`src/common/cmd_dec_pkg.sv`:
```
/*
 * Shared constants for the command decoder: register offsets, field positions,
 * command codes and bit timing.
 * Assumes a 10 MHz clock and a 32-bit Avalon-MM register slave.
 */
// Notes on behaviour
// Software writes zero to the reserved top bit of the command register.
// Bits six to four hold one auxiliary command; code zero does nothing.
// Code 001 points the mode-register pointer back at the first mode register.
// Code 010 disables receiver, clears full and ready flags, resets FIFO pointer.
// Software should reset rather than disable the receiver when reconfiguring.
// Code 011 disables transmitter and clears transmit empty and ready flags.
// Software should reset rather than disable the transmitter when reconfiguring.
// Code 100 clears received break, framing, parity and overrun flags.
// Code 101 clears the delta-break flag.
// Code 110 drives the line low; may lag one bit time when idle.
// A break waits until the character in the shift register is sent.
// A held character is sent only after the break ends.
// Start break is accepted only while the transmitter is enabled.
// Start break ignores the clear-to-send input.
// Code 111 returns the line to mark within two bit times.
// After stop break, characters still held are transmitted.
// Software combines only non-conflicting commands in one write.
// Transmit enable sets empty and ready flags; no effect if already enabled.
// A started break holds the line low until stop break or transmitter reset.
`default_nettype none
package cmd_dec_pkg;
   localparam logic [3:0] ADDR_COMMAND   = 4'h0;
   localparam logic [3:0] ADDR_STATUS    = 4'h1;
   localparam logic [3:0] ADDR_EVENTS    = 4'h2;
   localparam logic [3:0] ADDR_MASK      = 4'h3;
   localparam logic [3:0] ADDR_TXDATA    = 4'h4;
   localparam logic [3:0] ADDR_STIMULUS  = 4'h5;
   localparam logic [3:0] ADDR_MODEPTR   = 4'h6;
   localparam int         MISC_LSB       = 4;
   localparam int         TC_LSB         = 2;
   localparam logic [2:0] MISC_NONE      = 3'h0;
   localparam logic [2:0] MISC_MRPTR     = 3'h1;
   localparam logic [2:0] MISC_RX_RESET  = 3'h2;
   localparam logic [2:0] MISC_TX_RESET  = 3'h3;
   localparam logic [2:0] MISC_ERR_RESET = 3'h4;
   localparam logic [2:0] MISC_DB_RESET  = 3'h5;
   localparam logic [2:0] MISC_BRK_START = 3'h6;
   localparam logic [2:0] MISC_BRK_STOP  = 3'h7;
   localparam logic [1:0] TC_ENABLE      = 2'h1;
   localparam logic [1:0] TC_DISABLE     = 2'h2;
   // Status register bit positions.
   localparam int ST_RECEIVE_READY_FLAG = 0;
   localparam int ST_FIFO_FULL_FLAG = 1;
   localparam int ST_TRANSMIT_READY_FLAG = 2;
   localparam int ST_TRANSMIT_EMPTY_FLAG = 3;
   localparam int ST_OVRUN = 4;
   localparam int ST_PARER = 5;
   localparam int ST_FRMER = 6;
   localparam int ST_RXBRK = 7;
   localparam int ST_DBRK  = 8;
   localparam int ST_TXEN  = 9;
   localparam int ST_RXEN  = 10;
   localparam int ST_BREAK = 11;
   // Event bits: break started, break ended, character sent.
   localparam int EV_BRK_ON  = 0;
   localparam int EV_BRK_OFF = 1;
   localparam int EV_TX_DONE = 2;
   localparam int EV_W       = 3;
   localparam int CLK_HZ      = 10_000_000;
   localparam int BAUD_DEF    = 9600;
   localparam int CHAR_BITS   = 10;
endpackage
`default_nettype wire

```
`src/rtl/cmd_decoder.sv`:
```
/*
 * Command decoder with break control, transmit holding register and status flags,
 * reached over an Avalon-MM slave with waitrequest.
 * Assumes a 10 MHz clock and an asynchronous clear-to-send pin.
 */
`default_nettype none
module cmd_decoder
   import cmd_dec_pkg::*;
#(
   parameter int DIV = CLK_HZ / BAUD_DEF
) (
   input  wire logic        clk_i,
   input  wire logic        rst_n_i,
   input  wire logic [3:0]  address_i,
   input  wire logic        read_i,
   input  wire logic        write_i,
   input  wire logic [31:0] writedata_i,
   output logic [31:0]      readdata_o,
   output logic             waitrequest_o,
   input  wire logic        clear_to_send_n_i,
   output logic             serial_transmit_line_o,
   output logic             mode_ptr_o,
   output logic             irq_o
);
   typedef enum logic [2:0] {
      BK_IDLE = 3'b001,
      BK_WAIT = 3'b010,
      BK_ON   = 3'b100
   } brk_t;

   logic        tick;
   logic        sh_busy;
   logic        sh_done;
   logic        sh_line;
   logic        sh_start;
   logic        cts_meta_q;
   logic        cts_q;
   logic        ack_q;
   logic        ack_d;
   logic [31:0] rdata_q;
   logic [31:0] rdata_d;
   logic        wr;
   logic        cmd_wr;
   logic [2:0]  misc;
   logic [1:0]  tc;
   logic [10:0] st_q;
   logic [10:0] st_d;
   logic        txen_q;
   logic        txen_d;
   logic        rxen_q;
   logic        rxen_d;
   logic [1:0]  rxptr_q;
   logic [1:0]  rxptr_d;
   logic        mptr_q;
   logic        mptr_d;
   logic [7:0]  hold_q;
   logic [7:0]  hold_d;
   logic        full_q;
   logic        full_d;
   brk_t        bk_q;
   brk_t        bk_d;
   logic        line_q;
   logic        line_d;
   logic [EV_W-1:0] ev_q;
   logic [EV_W-1:0] ev_d;
   logic [EV_W-1:0] mask_q;
   logic [EV_W-1:0] mask_d;
   logic [EV_W-1:0] ev_set;
   logic        irq_q;

   bit_tick #(.DIV(DIV)) u_tick (
      .clk_i   (clk_i),
      .rst_n_i (rst_n_i),
      .tick_o  (tick)
   );

   tx_shifter u_shift (
      .clk_i   (clk_i),
      .rst_n_i (rst_n_i),
      .tick_i  (tick),
      .start_i (sh_start),
      .data_i  (hold_q),
      .busy_o  (sh_busy),
      .done_o  (sh_done),
      .line_o  (sh_line)
   );

   // Clear-to-send is synchronised and only gates normal data, not breaks.
   always_ff @(posedge clk_i) begin
      if (!rst_n_i) begin
         cts_meta_q <= 1'b1;
         cts_q      <= 1'b1;
      end else begin
         cts_meta_q <= clear_to_send_n_i;
         cts_q      <= cts_meta_q;
      end
   end

   // Bus slave: each access is answered one cycle after it is presented.
   assign wr     = write_i && ack_q;
   assign cmd_wr = wr && (address_i == ADDR_COMMAND);
   assign misc   = writedata_i[MISC_LSB +: 3];
   assign tc     = writedata_i[TC_LSB +: 2];

   always_comb begin
      ack_d   = (read_i || write_i) && !ack_q;
      rdata_d = rdata_q;
      if (read_i && !ack_q) begin
         unique case (address_i)
            ADDR_STATUS:  rdata_d = {20'h0_0000, bk_q == BK_ON, st_q};
            ADDR_EVENTS:  rdata_d = {29'h0, ev_q};
            ADDR_MASK:    rdata_d = {29'h0, mask_q};
            ADDR_TXDATA:  rdata_d = {24'h00_0000, hold_q};
            ADDR_MODEPTR: rdata_d = {30'h0, rxptr_q == 2'h0, mptr_q};
            default:      rdata_d = 32'h0000_0000;
         endcase
      end
   end

   always_ff @(posedge clk_i) begin
      if (!rst_n_i) begin
         ack_q   <= 1'b0;
         rdata_q <= 32'h0000_0000;
      end else begin
         ack_q   <= ack_d;
         rdata_q <= rdata_d;
      end
   end

   // Command decode and flag upkeep.
   always_comb begin
      st_d    = st_q;
      txen_d  = txen_q;
      rxen_d  = rxen_q;
      rxptr_d = rxptr_q;
      mptr_d  = mptr_q;
      hold_d  = hold_q;
      full_d  = full_q;
      bk_d    = bk_q;
      line_d  = line_q;
      sh_start = 1'b0;
      ev_set  = '0;
      // Hardware flag sources from the stimulus register.
      if (wr && address_i == ADDR_STIMULUS) begin
         st_d[ST_RXBRK:ST_OVRUN] = st_q[ST_RXBRK:ST_OVRUN] | writedata_i[7:4];
         st_d[ST_DBRK]  = st_q[ST_DBRK] | writedata_i[8];
         st_d[ST_RECEIVE_READY_FLAG] = st_q[ST_RECEIVE_READY_FLAG] | (rxen_q & writedata_i[0]);
         st_d[ST_FIFO_FULL_FLAG] = st_q[ST_FIFO_FULL_FLAG] | (rxen_q & writedata_i[1]);
         rxen_d         = rxen_q | writedata_i[10];
      end
      if (wr && address_i == ADDR_TXDATA && txen_q && !full_q) begin
         hold_d = writedata_i[7:0];
         full_d = 1'b1;
         st_d[ST_TRANSMIT_READY_FLAG] = 1'b0;
         st_d[ST_TRANSMIT_EMPTY_FLAG] = 1'b0;
      end
      // Holding register feeds the shifter only outside a break.
      if (full_q && !sh_busy && bk_q == BK_IDLE && !cts_q && txen_q) begin
         sh_start = 1'b1;
         full_d   = 1'b0;
         st_d[ST_TRANSMIT_READY_FLAG] = 1'b1;
      end
      if (sh_done) begin
         ev_set[EV_TX_DONE] = 1'b1;
         if (!full_q) begin
            st_d[ST_TRANSMIT_EMPTY_FLAG] = 1'b1;
         end
      end
      if (cmd_wr) begin
         if (tc == TC_ENABLE && !txen_q) begin
            txen_d = 1'b1;
            st_d[ST_TRANSMIT_EMPTY_FLAG] = 1'b1;
            st_d[ST_TRANSMIT_READY_FLAG] = 1'b1;
         end else if (tc == TC_DISABLE) begin
            txen_d = 1'b0;
            st_d[ST_TRANSMIT_EMPTY_FLAG] = 1'b0;
            st_d[ST_TRANSMIT_READY_FLAG] = 1'b0;
         end
         unique case (misc)
            MISC_NONE: begin
            end
            MISC_MRPTR: mptr_d = 1'b0;
            MISC_RX_RESET: begin
               rxen_d  = 1'b0;
               rxptr_d = 2'h0;
               st_d[ST_FIFO_FULL_FLAG] = 1'b0;
               st_d[ST_RECEIVE_READY_FLAG] = 1'b0;
            end
            MISC_TX_RESET: begin
               txen_d = 1'b0;
               full_d = 1'b0;
               st_d[ST_TRANSMIT_EMPTY_FLAG] = 1'b0;
               st_d[ST_TRANSMIT_READY_FLAG] = 1'b0;
               if (bk_q != BK_IDLE) begin
                  bk_d = BK_IDLE;
                  ev_set[EV_BRK_OFF] = 1'b1;
               end
            end
            MISC_ERR_RESET: st_d[ST_RXBRK:ST_OVRUN] = 4'h0;
            MISC_DB_RESET:  st_d[ST_DBRK] = 1'b0;
            MISC_BRK_START: begin
               if (txen_q && bk_q == BK_IDLE) begin
                  bk_d = BK_WAIT;
               end
            end
            MISC_BRK_STOP: begin
               if (bk_q != BK_IDLE) begin
                  bk_d = BK_IDLE;
                  ev_set[EV_BRK_OFF] = 1'b1;
               end
            end
         endcase
      end else begin
         // Break waits for the shifter, then starts on a bit tick.
         unique case (bk_q)
            BK_IDLE: begin
            end
            BK_WAIT: begin
               if (!sh_busy && tick) begin
                  bk_d = BK_ON;
                  ev_set[EV_BRK_ON] = 1'b1;
               end
            end
            BK_ON: begin
            end
         endcase
      end
      // Line is low throughout a break, else follows the shifter.
      line_d = (bk_q == BK_ON) ? 1'b0 : sh_line;
      st_d[ST_TXEN - 1 + 1] = txen_d;
      st_d[ST_RXEN] = rxen_d;
   end

   always_ff @(posedge clk_i) begin
      if (!rst_n_i) begin
         st_q    <= 11'h000;
         txen_q  <= 1'b0;
         rxen_q  <= 1'b0;
         rxptr_q <= 2'h0;
         mptr_q  <= 1'b0;
         hold_q  <= 8'h00;
         full_q  <= 1'b0;
         bk_q    <= BK_IDLE;
         line_q  <= 1'b1;
      end else begin
         st_q    <= st_d;
         txen_q  <= txen_d;
         rxen_q  <= rxen_d;
         rxptr_q <= rxptr_d;
         mptr_q  <= mptr_d;
         hold_q  <= hold_d;
         full_q  <= full_d;
         bk_q    <= bk_d;
         line_q  <= line_d;
      end
   end

   // The mode_ptr_o output steps on to the second register after any mode access; the mptr_q readback bit never sets.
   // Here a write to the mode-pointer register models that access.

   // Sticky events, write one to clear, set winning over clear.
   always_comb begin
      ev_d   = ev_q;
      mask_d = mask_q;
      if (wr && address_i == ADDR_EVENTS) begin
         ev_d = ev_q & ~writedata_i[EV_W-1:0];
      end
      if (wr && address_i == ADDR_MASK) begin
         mask_d = writedata_i[EV_W-1:0];
      end
      ev_d = ev_d | ev_set;
   end

   always_ff @(posedge clk_i) begin
      if (!rst_n_i) begin
         ev_q   <= '0;
         mask_q <= '0;
         irq_q  <= 1'b0;
      end else begin
         ev_q   <= ev_d;
         mask_q <= mask_d;
         irq_q  <= |(ev_d & mask_d);
      end
   end

   logic mp_q;
   always_ff @(posedge clk_i) begin
      if (!rst_n_i) begin
         mp_q <= 1'b0;
      end else if (cmd_wr && misc == MISC_MRPTR) begin
         mp_q <= 1'b0;
      end else if (wr && address_i == ADDR_MODEPTR) begin
         mp_q <= 1'b1;
      end
   end

   assign readdata_o             = rdata_q;
   assign waitrequest_o          = !ack_q;
   assign serial_transmit_line_o = line_q;
   assign mode_ptr_o             = mp_q;
   assign irq_o                  = irq_q;
endmodule
`default_nettype wire

```
`src/rtl/bit_tick.sv`:
```
/*
 * Divider giving a one-cycle pulse once per bit time.
 * Assumes a single clock and a synchronous active-low reset.
 */
`default_nettype none
module bit_tick
   import cmd_dec_pkg::*;
#(
   parameter int DIV = CLK_HZ / BAUD_DEF
) (
   input  wire logic clk_i,
   input  wire logic rst_n_i,
   output logic      tick_o
);
   initial begin
      if (DIV < 2 || DIV > 65536) $error("DIV must lie between 2 and 65536.");
   end
   logic [15:0] cnt_q;
   logic [15:0] cnt_d;
   logic        tick_q;
   logic        tick_d;
   always_comb begin
      tick_d = (cnt_q == 16'(DIV - 1));
      cnt_d  = tick_d ? 16'h0000 : cnt_q + 16'h0001;
   end
   always_ff @(posedge clk_i) begin
      if (!rst_n_i) begin
         cnt_q  <= 16'h0000;
         tick_q <= 1'b0;
      end else begin
         cnt_q  <= cnt_d;
         tick_q <= tick_d;
      end
   end
   assign tick_o = tick_q;
endmodule
`default_nettype wire

```
`src/rtl/tx_shifter.sv`:
```
/*
 * Serial shifter that sends one 8N1 character per start pulse, on bit ticks.
 * Assumes the start pulse comes only while idle.
 */
`default_nettype none
module tx_shifter
   import cmd_dec_pkg::*;
(
   input  wire logic       clk_i,
   input  wire logic       rst_n_i,
   input  wire logic       tick_i,
   input  wire logic       start_i,
   input  wire logic [7:0] data_i,
   output logic            busy_o,
   output logic            done_o,
   output logic            line_o
);
   logic [8:0] sh_q;
   logic [8:0] sh_d;
   logic [3:0] cnt_q;
   logic [3:0] cnt_d;
   logic       busy_q;
   logic       busy_d;
   logic       line_q;
   logic       line_d;
   logic       done_q;
   logic       done_d;
   always_comb begin
      sh_d   = sh_q;
      cnt_d  = cnt_q;
      busy_d = busy_q;
      line_d = line_q;
      done_d = 1'b0;
      if (start_i && !busy_q) begin
         sh_d   = {1'b1, data_i};
         cnt_d  = 4'(CHAR_BITS);
         busy_d = 1'b1;
      end else if (busy_q && tick_i) begin
         if (cnt_q == 4'(CHAR_BITS)) begin
            line_d = 1'b0;
            cnt_d  = cnt_q - 4'h1;
         end else if (cnt_q != 4'h0) begin
            line_d = sh_q[0];
            sh_d   = {1'b1, sh_q[8:1]};
            cnt_d  = cnt_q - 4'h1;
         end else begin
            busy_d = 1'b0;
            done_d = 1'b1;
         end
      end
   end
   always_ff @(posedge clk_i) begin
      if (!rst_n_i) begin
         sh_q   <= 9'h1FF;
         cnt_q  <= 4'h0;
         busy_q <= 1'b0;
         line_q <= 1'b1;
         done_q <= 1'b0;
      end else begin
         sh_q   <= sh_d;
         cnt_q  <= cnt_d;
         busy_q <= busy_d;
         line_q <= line_d;
         done_q <= done_d;
      end
   end
   assign busy_o = busy_q;
   assign done_o = done_q;
   assign line_o = line_q;
endmodule
`default_nettype wire

```
`config.mk`:
```
export PLATFORM = sky130hd
export DESIGN_NAME = cmd_decoder
export DESIGN_NICKNAME = d
export VERILOG_FILES = /design/src/common/cmd_dec_pkg.sv /design/src/rtl/cmd_decoder.sv /design/src/rtl/bit_tick.sv /design/src/rtl/tx_shifter.sv
export SDC_FILE = /design/constraint.sdc
export NUM_CORES = 1
export LEC_CHECK = 0
export ABC_AREA = 0
export BUFFER_PORTS_ARGS = -buffer_cell sky130_fd_sc_hd__clkbuf_2
export CORE_ASPECT_RATIO = 1.25
export CORE_UTILIZATION = 50
export DETAILED_ROUTE_END_ITERATION = 12
export PLACE_DENSITY = 0.86
export SETUP_SLACK_MARGIN = 0.3
export SLEW_MARGIN = 40
export SYNTH_ARGS = -nofsm -noshare
export SYNTH_HDL_FRONTEND = slang
export SYNTH_HIERARCHICAL = 1
export SYNTH_SLANG_ARGS = --single-unit
```
`constraint.sdc`:
```
create_clock -name clk_i -period 2.07 [get_ports clk_i]
set_input_delay 0.1035 -clock clk_i [delete_from_list [all_inputs] [get_ports clk_i]]
set_output_delay 0.1035 -clock clk_i [all_outputs]
set_load 0.03 [all_outputs]
```
### After elaboration in Yosys (flattened, before gate mapping)

Index checks and enable logic that the tools add are counted.

* flip-flop bits (word level): 101
* output and inout port bits: 36

* equality and inequality tests: 26
* reduce and logical (&&, ||, !) cells: 47
* bitwise operators: 14
* $add $sub $neg: 2
* muxes and demuxes: 57

Operators with widths (number)
* 12-bit one-hot mux with 5 select lines: 1
* 8-bit two-way mux: 4
* 1-bit two-way mux: 31
* 1-bit logical AND: 21
* 3-bit two-way mux: 7
* 4-bit two-way mux: 5
* 16-bit by 1-bit adder with 16-bit output, second input constant: 1
* 16-bit by 11-bit == test with 1-bit output, second input constant: 1
* 3-bit == test, second input constant: 5
* 4-bit by 3-bit == test with 1-bit output, second input constant: 3
* 2-bit two-way mux: 6
* 2-bit nonzero test: 5
* 3-bit by 2-bit == test with 1-bit output, second input constant: 3
* 9-bit two-way mux: 1
* 3-bit AND reduction: 3
* 4-bit by 2-bit == test with 1-bit output, second input constant: 2
* 2-bit OR reduction: 4
* 3-bit AND: 2
* 3-bit by 1-bit == test with 1-bit output, second input constant: 2
* 3-bit by 2-bit inequality test with 1-bit output, second input constant: 2
* 3-bit one-hot mux with 2 select lines: 1
* 1-bit zero test: 5
* 5-bit two-way mux: 1
* 5-bit AND reduction: 1
* other kinds (21): 29

### Longest topological paths before layout

Gate-level depths: netlist of run 1.

* word-level depth: 11
* depth in mapped cells: 8
* mapped depth without buffers: 6

### Cells and area by module

Netlist of run 1, hierarchy kept.

By module, submodules not included
* cmd_decoder: area an instance 2316.0 um^2, times used 1, cells an instance 262, seq. area each 940.9 um^2
* tx_shifter: area an instance 907.1 um^2, times used 1, cells an instance 110, seq. area each 300.3 um^2
* bit_tick: area an instance 778.2 um^2, times used 1, cells an instance 85, seq. area each 340.3 um^2

### Worst setup path before layout of run 1

No wires, ideal clock.

* path kind: reg-to-reg
* from: register bk_q[2]
* to: register u_shift.sh_q[0]
* path slack: 0.092 ns
* buffers on the path: 2
* cell stages (with the launch flop): 8
* clock period less this slack: 1.978 ns
* data required time: 2.011 ns
* arrival time: 1.919 ns
* cell sequence: dfxtp_1 -> or3b_2 -> nor4_2 -> nor2b_1 -> clkbuf_1 -> nand2b_1 -> buf_2 -> o32a_1

* cells in the longest elaborated chain, start to end: 8

RTL lines
* start, declared: RTL line cmd_decoder.sv:60 `brk_t bk_q;`
* start signal, assigned: RTL line cmd_decoder.sv:253 `bk_q <= bk_d;`
* 3-bit by 1-bit == test with 1-bit output *: RTL line cmd_decoder.sv:158 `if (full_q && !sh_busy && bk_q == BK_IDLE && !cts_q && txen_q) begin`
* 1-bit logical AND * (3 in a row): RTL line cmd_decoder.sv:158
* 1-bit two-way mux *: RTL line cmd_decoder.sv:158
* net sh_start: RTL line cmd_decoder.sv:35 `logic sh_start;`
* 1-bit logical AND *: RTL line tx_shifter.sv:34 `if (start_i && !busy_q) begin`
* 2-bit by 1-bit inequality test with 1-bit output (no source line) / 2-bit nonzero test (equally long branches)
* 3-bit AND reduction (no source line)
* end signal, assigned: RTL line tx_shifter.sv:54 `sh_q <= 9'h1FF;`
* end signal, assigned: RTL line tx_shifter.sv:60 `sh_q <= sh_d;`
* end, declared: RTL line tx_shifter.sv:18 `logic [8:0] sh_q;`

Mark *: on every way through the listed nets, which the timed path passes. The rest lies on a longest branch.
A chain may end at the register's enable or synchronous reset.

### Worst setup path in the final report of run 1

* from: register bk_q[0]
* to: register u_shift.cnt_q[3]

* cells in the longest elaborated chain, start to end: 8

RTL lines
* 3-bit by 1-bit == test with 1-bit output *: RTL line cmd_decoder.sv:158
* 1-bit logical AND * (3 in a row): RTL line cmd_decoder.sv:158
* 1-bit two-way mux *: RTL line cmd_decoder.sv:158
* net sh_start: RTL line cmd_decoder.sv:35
* 1-bit logical AND *: RTL line tx_shifter.sv:34
* 3-bit nonzero test (no source line) / 2-bit nonzero test (equally long branches)
* 2-bit AND reduction (no source line)
* end signal, assigned: RTL line tx_shifter.sv:61 `cnt_q <= cnt_d;`
* end, declared: RTL line tx_shifter.sv:20 `logic [3:0] cnt_q;`

Marked as above.

==> flow_summary.yaml, run 1 <==
cells_and_area:
  layout.nets: 537
  n_antenna_cell: 0
  layout-drive-gt1-share_pct: 18.3
  final_common_cell: "dfxtp_1"
  layout_common_cells: "dfxtp_1 (76), nor2_1 (48), clkbuf_2 (34)"
  area_delta_synth_final_pct: 12.5
pwr:
  switching_power_mw: 0.762
  clkPwrFrac_pct: 42.1
  p_per_area_mw_per_mm2: 674
  p_seq_share_pct: 50.8
  ir_worst_vdd_v: 0.000475
  combPwrFrac_pct: 7.1
  p_int_mw: 2.27
  leakage_nw: 1.76
  swShare_pct: 25.1
route:
  num_vias: 3436
  ant_nets: 0
  vias_per_cell: 5.80
  drc: 0
  drt-total-wl_mm: 8.95
  drt_iter0_drc: 263
  firstDrtPassIters: 5
  wire_per_inst_um: 15.1
yosys:
  synth_area_leaders: "dfxtp_1 (40%), mux2i_1 (4.5%), nor2_1 (4.5%)"
  synth_compound_area_share_pct: 16.8
  syn_avg_cell_area_sq_um: 8.76
  synth_fa_ha_area_share_pct: 1.25
  syn_area_sq_mm: 0.00400
  netlist_instances: 457
  synth-async-reset-ratio_pct: 0
  dominantRegCellSynth: "dfxtp_1"
  yosys.area.top_type: "dfxtp_1"
  synth_top_area_share_pct: 39.5
  seq_area_frac_synth_pct: 39.5
  synth_top_family_by_area: "simple AND/OR/NAND/NOR gates"
  ys_seq_elements: 79
  synth_warnings: 6
  yosys.cell_types.count: 66
  synthXorXnorAreaFrac_pct: 3.28
  synth-simple-area-share_pct: 24.0
  synth_edf_count: 0
  muxShareOfSynthArea_pct: 5.35
sta:
  rsz0062_at_grt: "false"
  timing.fmax_mhz: 595
  whs_ns: 0.0189
  clock_skew_ns: 0.0105
  tightest_slew_ns: 0.612
  slew_headroom_pct: 59.1
  finalHoldViolCount: 0
  finalMaxSlewViolations: 0
  fin_crit_ns: 1.68
  finalSetupTns_ns: 0
  final.period_utilization_pct: 81.2
  finalSetupViolCount: 0
  setup_slack_ns: 0.388
setup_path:
  arrival_ns: 1.92
  crit_type: "register to register"
  crit_path_end_kind: "register"
  worstPathMaxFanout: 5
  worst_setup_path_start_kind: "register"
  crit_required_ns: 2.31
floorplanning:
  fp.dieW_um: 82.0
  initial_core_util_pct: 51.3
  ioPinCount: 77
  die_h_um: 102
  die_area_sq_mm: 0.00837
  core-area_sq_mm: 0.00779
  rows: 36
global_route:
  gr-usage-all-layers_pct: 23.0
  overflow: 0
  grt_pass1_vias: 3212
  antenna_found_initial: 0
  grt_pass1_wl_mm: 14.7
  grt_max_degree: 30
cts:
  tritoncts: "built"
  cts_sinks: 79
  cts_made_buffers: 9
  cts.clk_slew.worst_paths_ns: 0.08
  ctsRootBufferMaster: "clkbuf_8"
  cts_buffer_depth: 2
  cts_max_level: 3
  clock_latency_ns: 0.36
placed_design:
  place_ws_ns: 0.130
  port_buffers: 34
  dp_hpwl_mm: 6.40
  gp_congestion: 0.884
hold_path:
  hold_path_class: "input port to register"
job:
  drv_cap: 0
status:
  status: "complete, no violations"
## flip-flops by register name, summed over array words and instances (netlist names), 3 cells and up
signal / count
ev_q: 3
u_shift/cnt_q: 4
bk_q: 3
readdata_o: 12
u_tick/cnt_q: 16
mask_q: 3
hold_q: 8
st_q: 11
u_shift/sh_q: 8
## power by group through the flow
| stage | Clock (mW) | Sequential, mW | Combinational [mW] |
|---|---|---|---|
| 6_report | 1.28 | 1.54 | 0.216 |
| 3_5_place_dp | 0 | 1.58 | 0.202 |
| 4_1_cts | 1.29 | 1.54 | 0.208 |
| 3_3_place_gp | 0 | 1.58 | 0.196 |
| 5_1_grt | 1.35 | 1.54 | 0.233 |
| 2_1_floorplan | 0 | 1.57 | 0.179 |
## area by class of cell
cell class / count / area, sq um
inverters: 26 / 97.6
fillers: 673 / 3290
repair buffers: 53 / 320
clock buffers: 10 / 128
flip-flops and latches: 79 / 1590
well taps: 95 / 119
clock inverters: 6 / 95.1
multi-input cells: 323 / 2160
## synthesized netlist by cell type, drive strengths merged, types with 13 or more instances
cell    instances
a21oi          29
mux2i          18
nor2           50
nand2          28
dfxtp          79
nand3          18
inv            25
buf            34
o21ai          13
clkbuf         14
## final timing paths
check	from	to	slack (ns)	depth (start not counted)
setup / recovery	bk_q[0]$_SDFFE_PN1P_	u_shift/cnt_q[3]$_SDFFE_PN0P_	0.39	6
hold / removal	read_i	ack_q$_SDFF_PN0_	0.02	3
setup reg to reg	bk_q[0]$_SDFFE_PN1P_	u_shift/cnt_q[3]$_SDFFE_PN0P_	0.39	6
hold reg to reg	cts_meta_q$_SDFF_PN1_	cts_q$_SDFF_PN1_	0.41	1
## through the flow
| stage | power [mW] | cells | utilization [%] | instance area, sq um |
|---|---|---|---|---|
| final | 3.04 | 592 | 57.8 | 4500 |
| after floorplan | 1.75 | 476 | - | 4090 |
| after detailed placement | 1.78 | 573 | 53.9 | 4200 |
| after global routing | 3.13 | 592 | 57.8 | 4500 |
| after global placement | 1.77 | 573 | 53.9 | 4200 |
| after CTS | 3.04 | 592 | 57.3 | 4460 |
## per-layer routing
layer / wire length, um / GRT usage, % / up-vias / share of wire [%]
li1: - / - / 1649 / -
met1: 3740 / 26.5 / 1629 / 42
met2: 4400 / 39.7 / 132 / 49
met3: 514 / 4.73 / 26 / 5.7
met4: 295 / 11.6 / 0 / 3.3
met5: 0 / 0 / - / 0
## worst max-delay path, cell delays in order (launching register included)
cell	delay (ns)
dfxtp_2	0.34
or3b_4	0.25
nor4_4	0.04
nor2b_4	0.15
buf_4	0.14
or4b_1	0.51
o311a_1	0.13
## kinds of logic after synthesis
kind of cell	count (synthesis)
other	1
adder cells (fa/ha/maj)	4
buffers and inverters	74
XOR/XNOR	15
AO/OA/AOI/OAI	94
AND/OR/NAND/NOR	169
flip-flops	79
multiplexers	21
## repair_timing
action,4_1_cts,5_1_grt
resized for setup,3,8
buffers inserted,0,0
hold buffers,3,0
pin swaps,0,1
cloned,0,0
endpoints found under the hold margin,3,0
setup endpoints to repair,11,32
Note: power is estimated with default switching activity, not from simulation.
==> inputs of run 2 (changes only) <==
==> constraint.sdc (replaced) <==
create_clock -name clk_i -period 1.4 [get_ports clk_i]
set_input_delay 0.07 -clock clk_i [delete_from_list [all_inputs] [get_ports clk_i]]
set_output_delay 0.07 -clock clk_i [all_outputs]
set_load 0.03 [all_outputs]
==> run 2 against run 1 <==
  * The run now ends with setup timing left
  * Via count is 22% higher
  * Design area is 27% higher
  * Critical path type unchanged
  * First-iteration DRC count is 25% higher
  * Worst setup slack worse by 0.87 ns
  * Register-to-register slack worse by 0.87 ns
  * Global-route usage is 7.5 points higher
  * Critical path depth is 2 higher
  * Core utilization is 16 points higher
  * Fmax is 10% lower
==> flow_summary.yaml, run 2 (synthesized netlist as in run 1, its figures left out) <==
placed_design:
  dp.cells: 615
  placed_area_sq_mm: 0.00467
  gp_congestion: 0.921
  place_ws_ns: -0.251
  port_buffers: 34
  dp_hpwl_mm: 7.31
global_route:
  grt_pass1_vias: 3884
  gr-usage-all-layers_pct: 30.5
  grt_use_met1_pct: 30.7
  antenna_found_initial: 0
  overflow: 0
  grt_max_degree: 18
  use_met3_pct: 9.64
  use_met2_pct: 50.6
  grt_pass1_wl_mm: 18.9
  busiest_layer: "met2"
setup_path:
  crit_required_ns: 1.65
  cp_common_cell: "buf_6"
  cpMaxStageDelayCell: "dfxtp_2"
  rrSetupSlack_ns: -0.48
  path_cells: "buf_6, buf_6, nand3_4, nor3b_4, buf_6, buf_8, mux2i_4, nor2_2"
  cp_top_family: "buffers and inverters"
  worst_setup_path_start_kind: "register"
  worstPathMaxFanout: 5
  arrival_ns: 2.13
  critPathBufInv: 4
  crit_path_end_kind: "register"
  crit_type: "register to register"
  slowest_delay_ns: 0.38
status:
  violations: "setup timing"
  status: "finished, violations left"
cells_and_area:
  stdcell_count: 663
  final_util_pct: 73.4
  final_common_cell: "dfxtp_1"
  largest_register_ffs: 16
  layout.nets: 608
  layout-drive-gt1-share_pct: 43.3
  multi_input_area_sq_mm: 0.00267
  top_register: "u_tick/cnt_q"
  n_antenna_cell: 0
  area_delta_synth_final_pct: 43.0
  regArea_sq_mm: 0.00161
  final_cell_area_sq_mm: 0.00572
  layout_common_cells: "dfxtp_1 (66), buf_4 (51), nor2_1 (35)"
  fillerInstances: 478
hold_path:
  hold_path_class: "input port to register"
sta:
  clock_skew_ns: 0.0163
  final.period_utilization_pct: 134
  fin_crit_ns: 1.88
  setup_slack_ns: -0.477
  finalSetupTns_ns: -8.33
  finalSetupViolCount: 55
  whs_ns: 0.0435
  rsz0062_at_grt: "true"
  timing.fmax_mhz: 533
  finalMaxSlewViolations: 0
  finalHoldViolCount: 0
pwr:
  combPwrFrac_pct: 12.5
  p_per_area_mw_per_mm2: 833
  clkPwrFrac_pct: 39.7
  p_seq_share_pct: 47.8
  finalPower_mw: 4.77
  switching_power_mw: 1.28
  p_int_mw: 3.49
  swShare_pct: 26.8
  ir_worst_vdd_v: 0.000631
  leakage_nw: 2.28
route:
  drt-total-wl_mm: 14.8
  drt_iter0_drc: 330
  ant_nets: 0
  wire_per_inst_um: 22.4
  firstDrtPassIters: 5
  vias_per_cell: 6.31
  drc: 0
  num_vias: 4185
floorplanning:
  initial_core_util_pct: 51.3
  core-area_sq_mm: 0.00779
  die_area_sq_mm: 0.00837
  die_h_um: 102
  ioPinCount: 77
  rows: 36
  fp.dieW_um: 82.0
cts:
  cts.clk_slew.worst_paths_ns: 0.09
  tritoncts: "built"
  clock_latency_ns: 0.37
  cts_buffer_depth: 2
  ctsRootBufferMaster: "clkbuf_8"
  cts_max_level: 3
  cts_sinks: 79
  cts_made_buffers: 9
job:
  drv_cap: 0
==> run 2: changes by cell type in the layout (fill, tap and decap cells not counted), moves of 8 or more <==
cell / change
dfxtp_1: -10
o21ai_0: -8
a21oi_2: +10
a21oi_1: -11
nor2_1: -13
buf_4: +35
nor2_2: +9
buf_6: +27
==> run 2: metal layers <==
metal	routed length [um]	vias up	share of wire, %
met1	5030	2012	34
met4	1250	0	8.4
met2	7430	267	50
li1	-	1806	-
met3	1110	100	7.5
met5	0	-	0
==> run 2: cell type report <==
cell class              count  share of cell area (%)
multi-input cells         325                    46.7
flip-flops and latches     79                    28.1
repair buffers            122                    17.7
clock buffers              10                    2.23
well taps                  95                    2.08
inverters                  26                    1.75
clock inverters             6                    1.51
==> run 2: power by group through the flow <==
stage	logic (mW)	clock network [mW]	registers, mW
floorplan	0.305	0	2.33
global placement	0.372	0	2.33
detailed placement	0.381	0	2.33
CTS	0.481	1.89	2.28
global route	0.622	2.02	2.28
finish	0.595	1.89	2.28
==> run 2: final timing paths <==
path / start / to / cells past startpoint
max: ack_q$_SDFF_PN0_ / hold_q[4]$_SDFFE_PN0P_ / 8
min: writedata_i[0] / hold_q[0]$_SDFFE_PN0P_ / 3
max reg2reg: ack_q$_SDFF_PN0_ / hold_q[4]$_SDFFE_PN0P_ / 8
min reg2reg: cts_meta_q$_SDFF_PN1_ / cts_q$_SDFF_PN1_ / 1
==> run 2: repair_timing <==
item	4_1_cts	5_1_grt
hold endpoints to repair	6	0
hold buffers	5	0
gates resized for setup	69	62
setup buffers	10	14
endpoints found under the setup margin	76	76
pin swaps	46	44
gates cloned	2	1
==> run 2: tightest hold or removal path: stages <==
cell,delay [ns]
clkbuf_2,0.15
mux2i_1,0.09
nor2_1,0.07
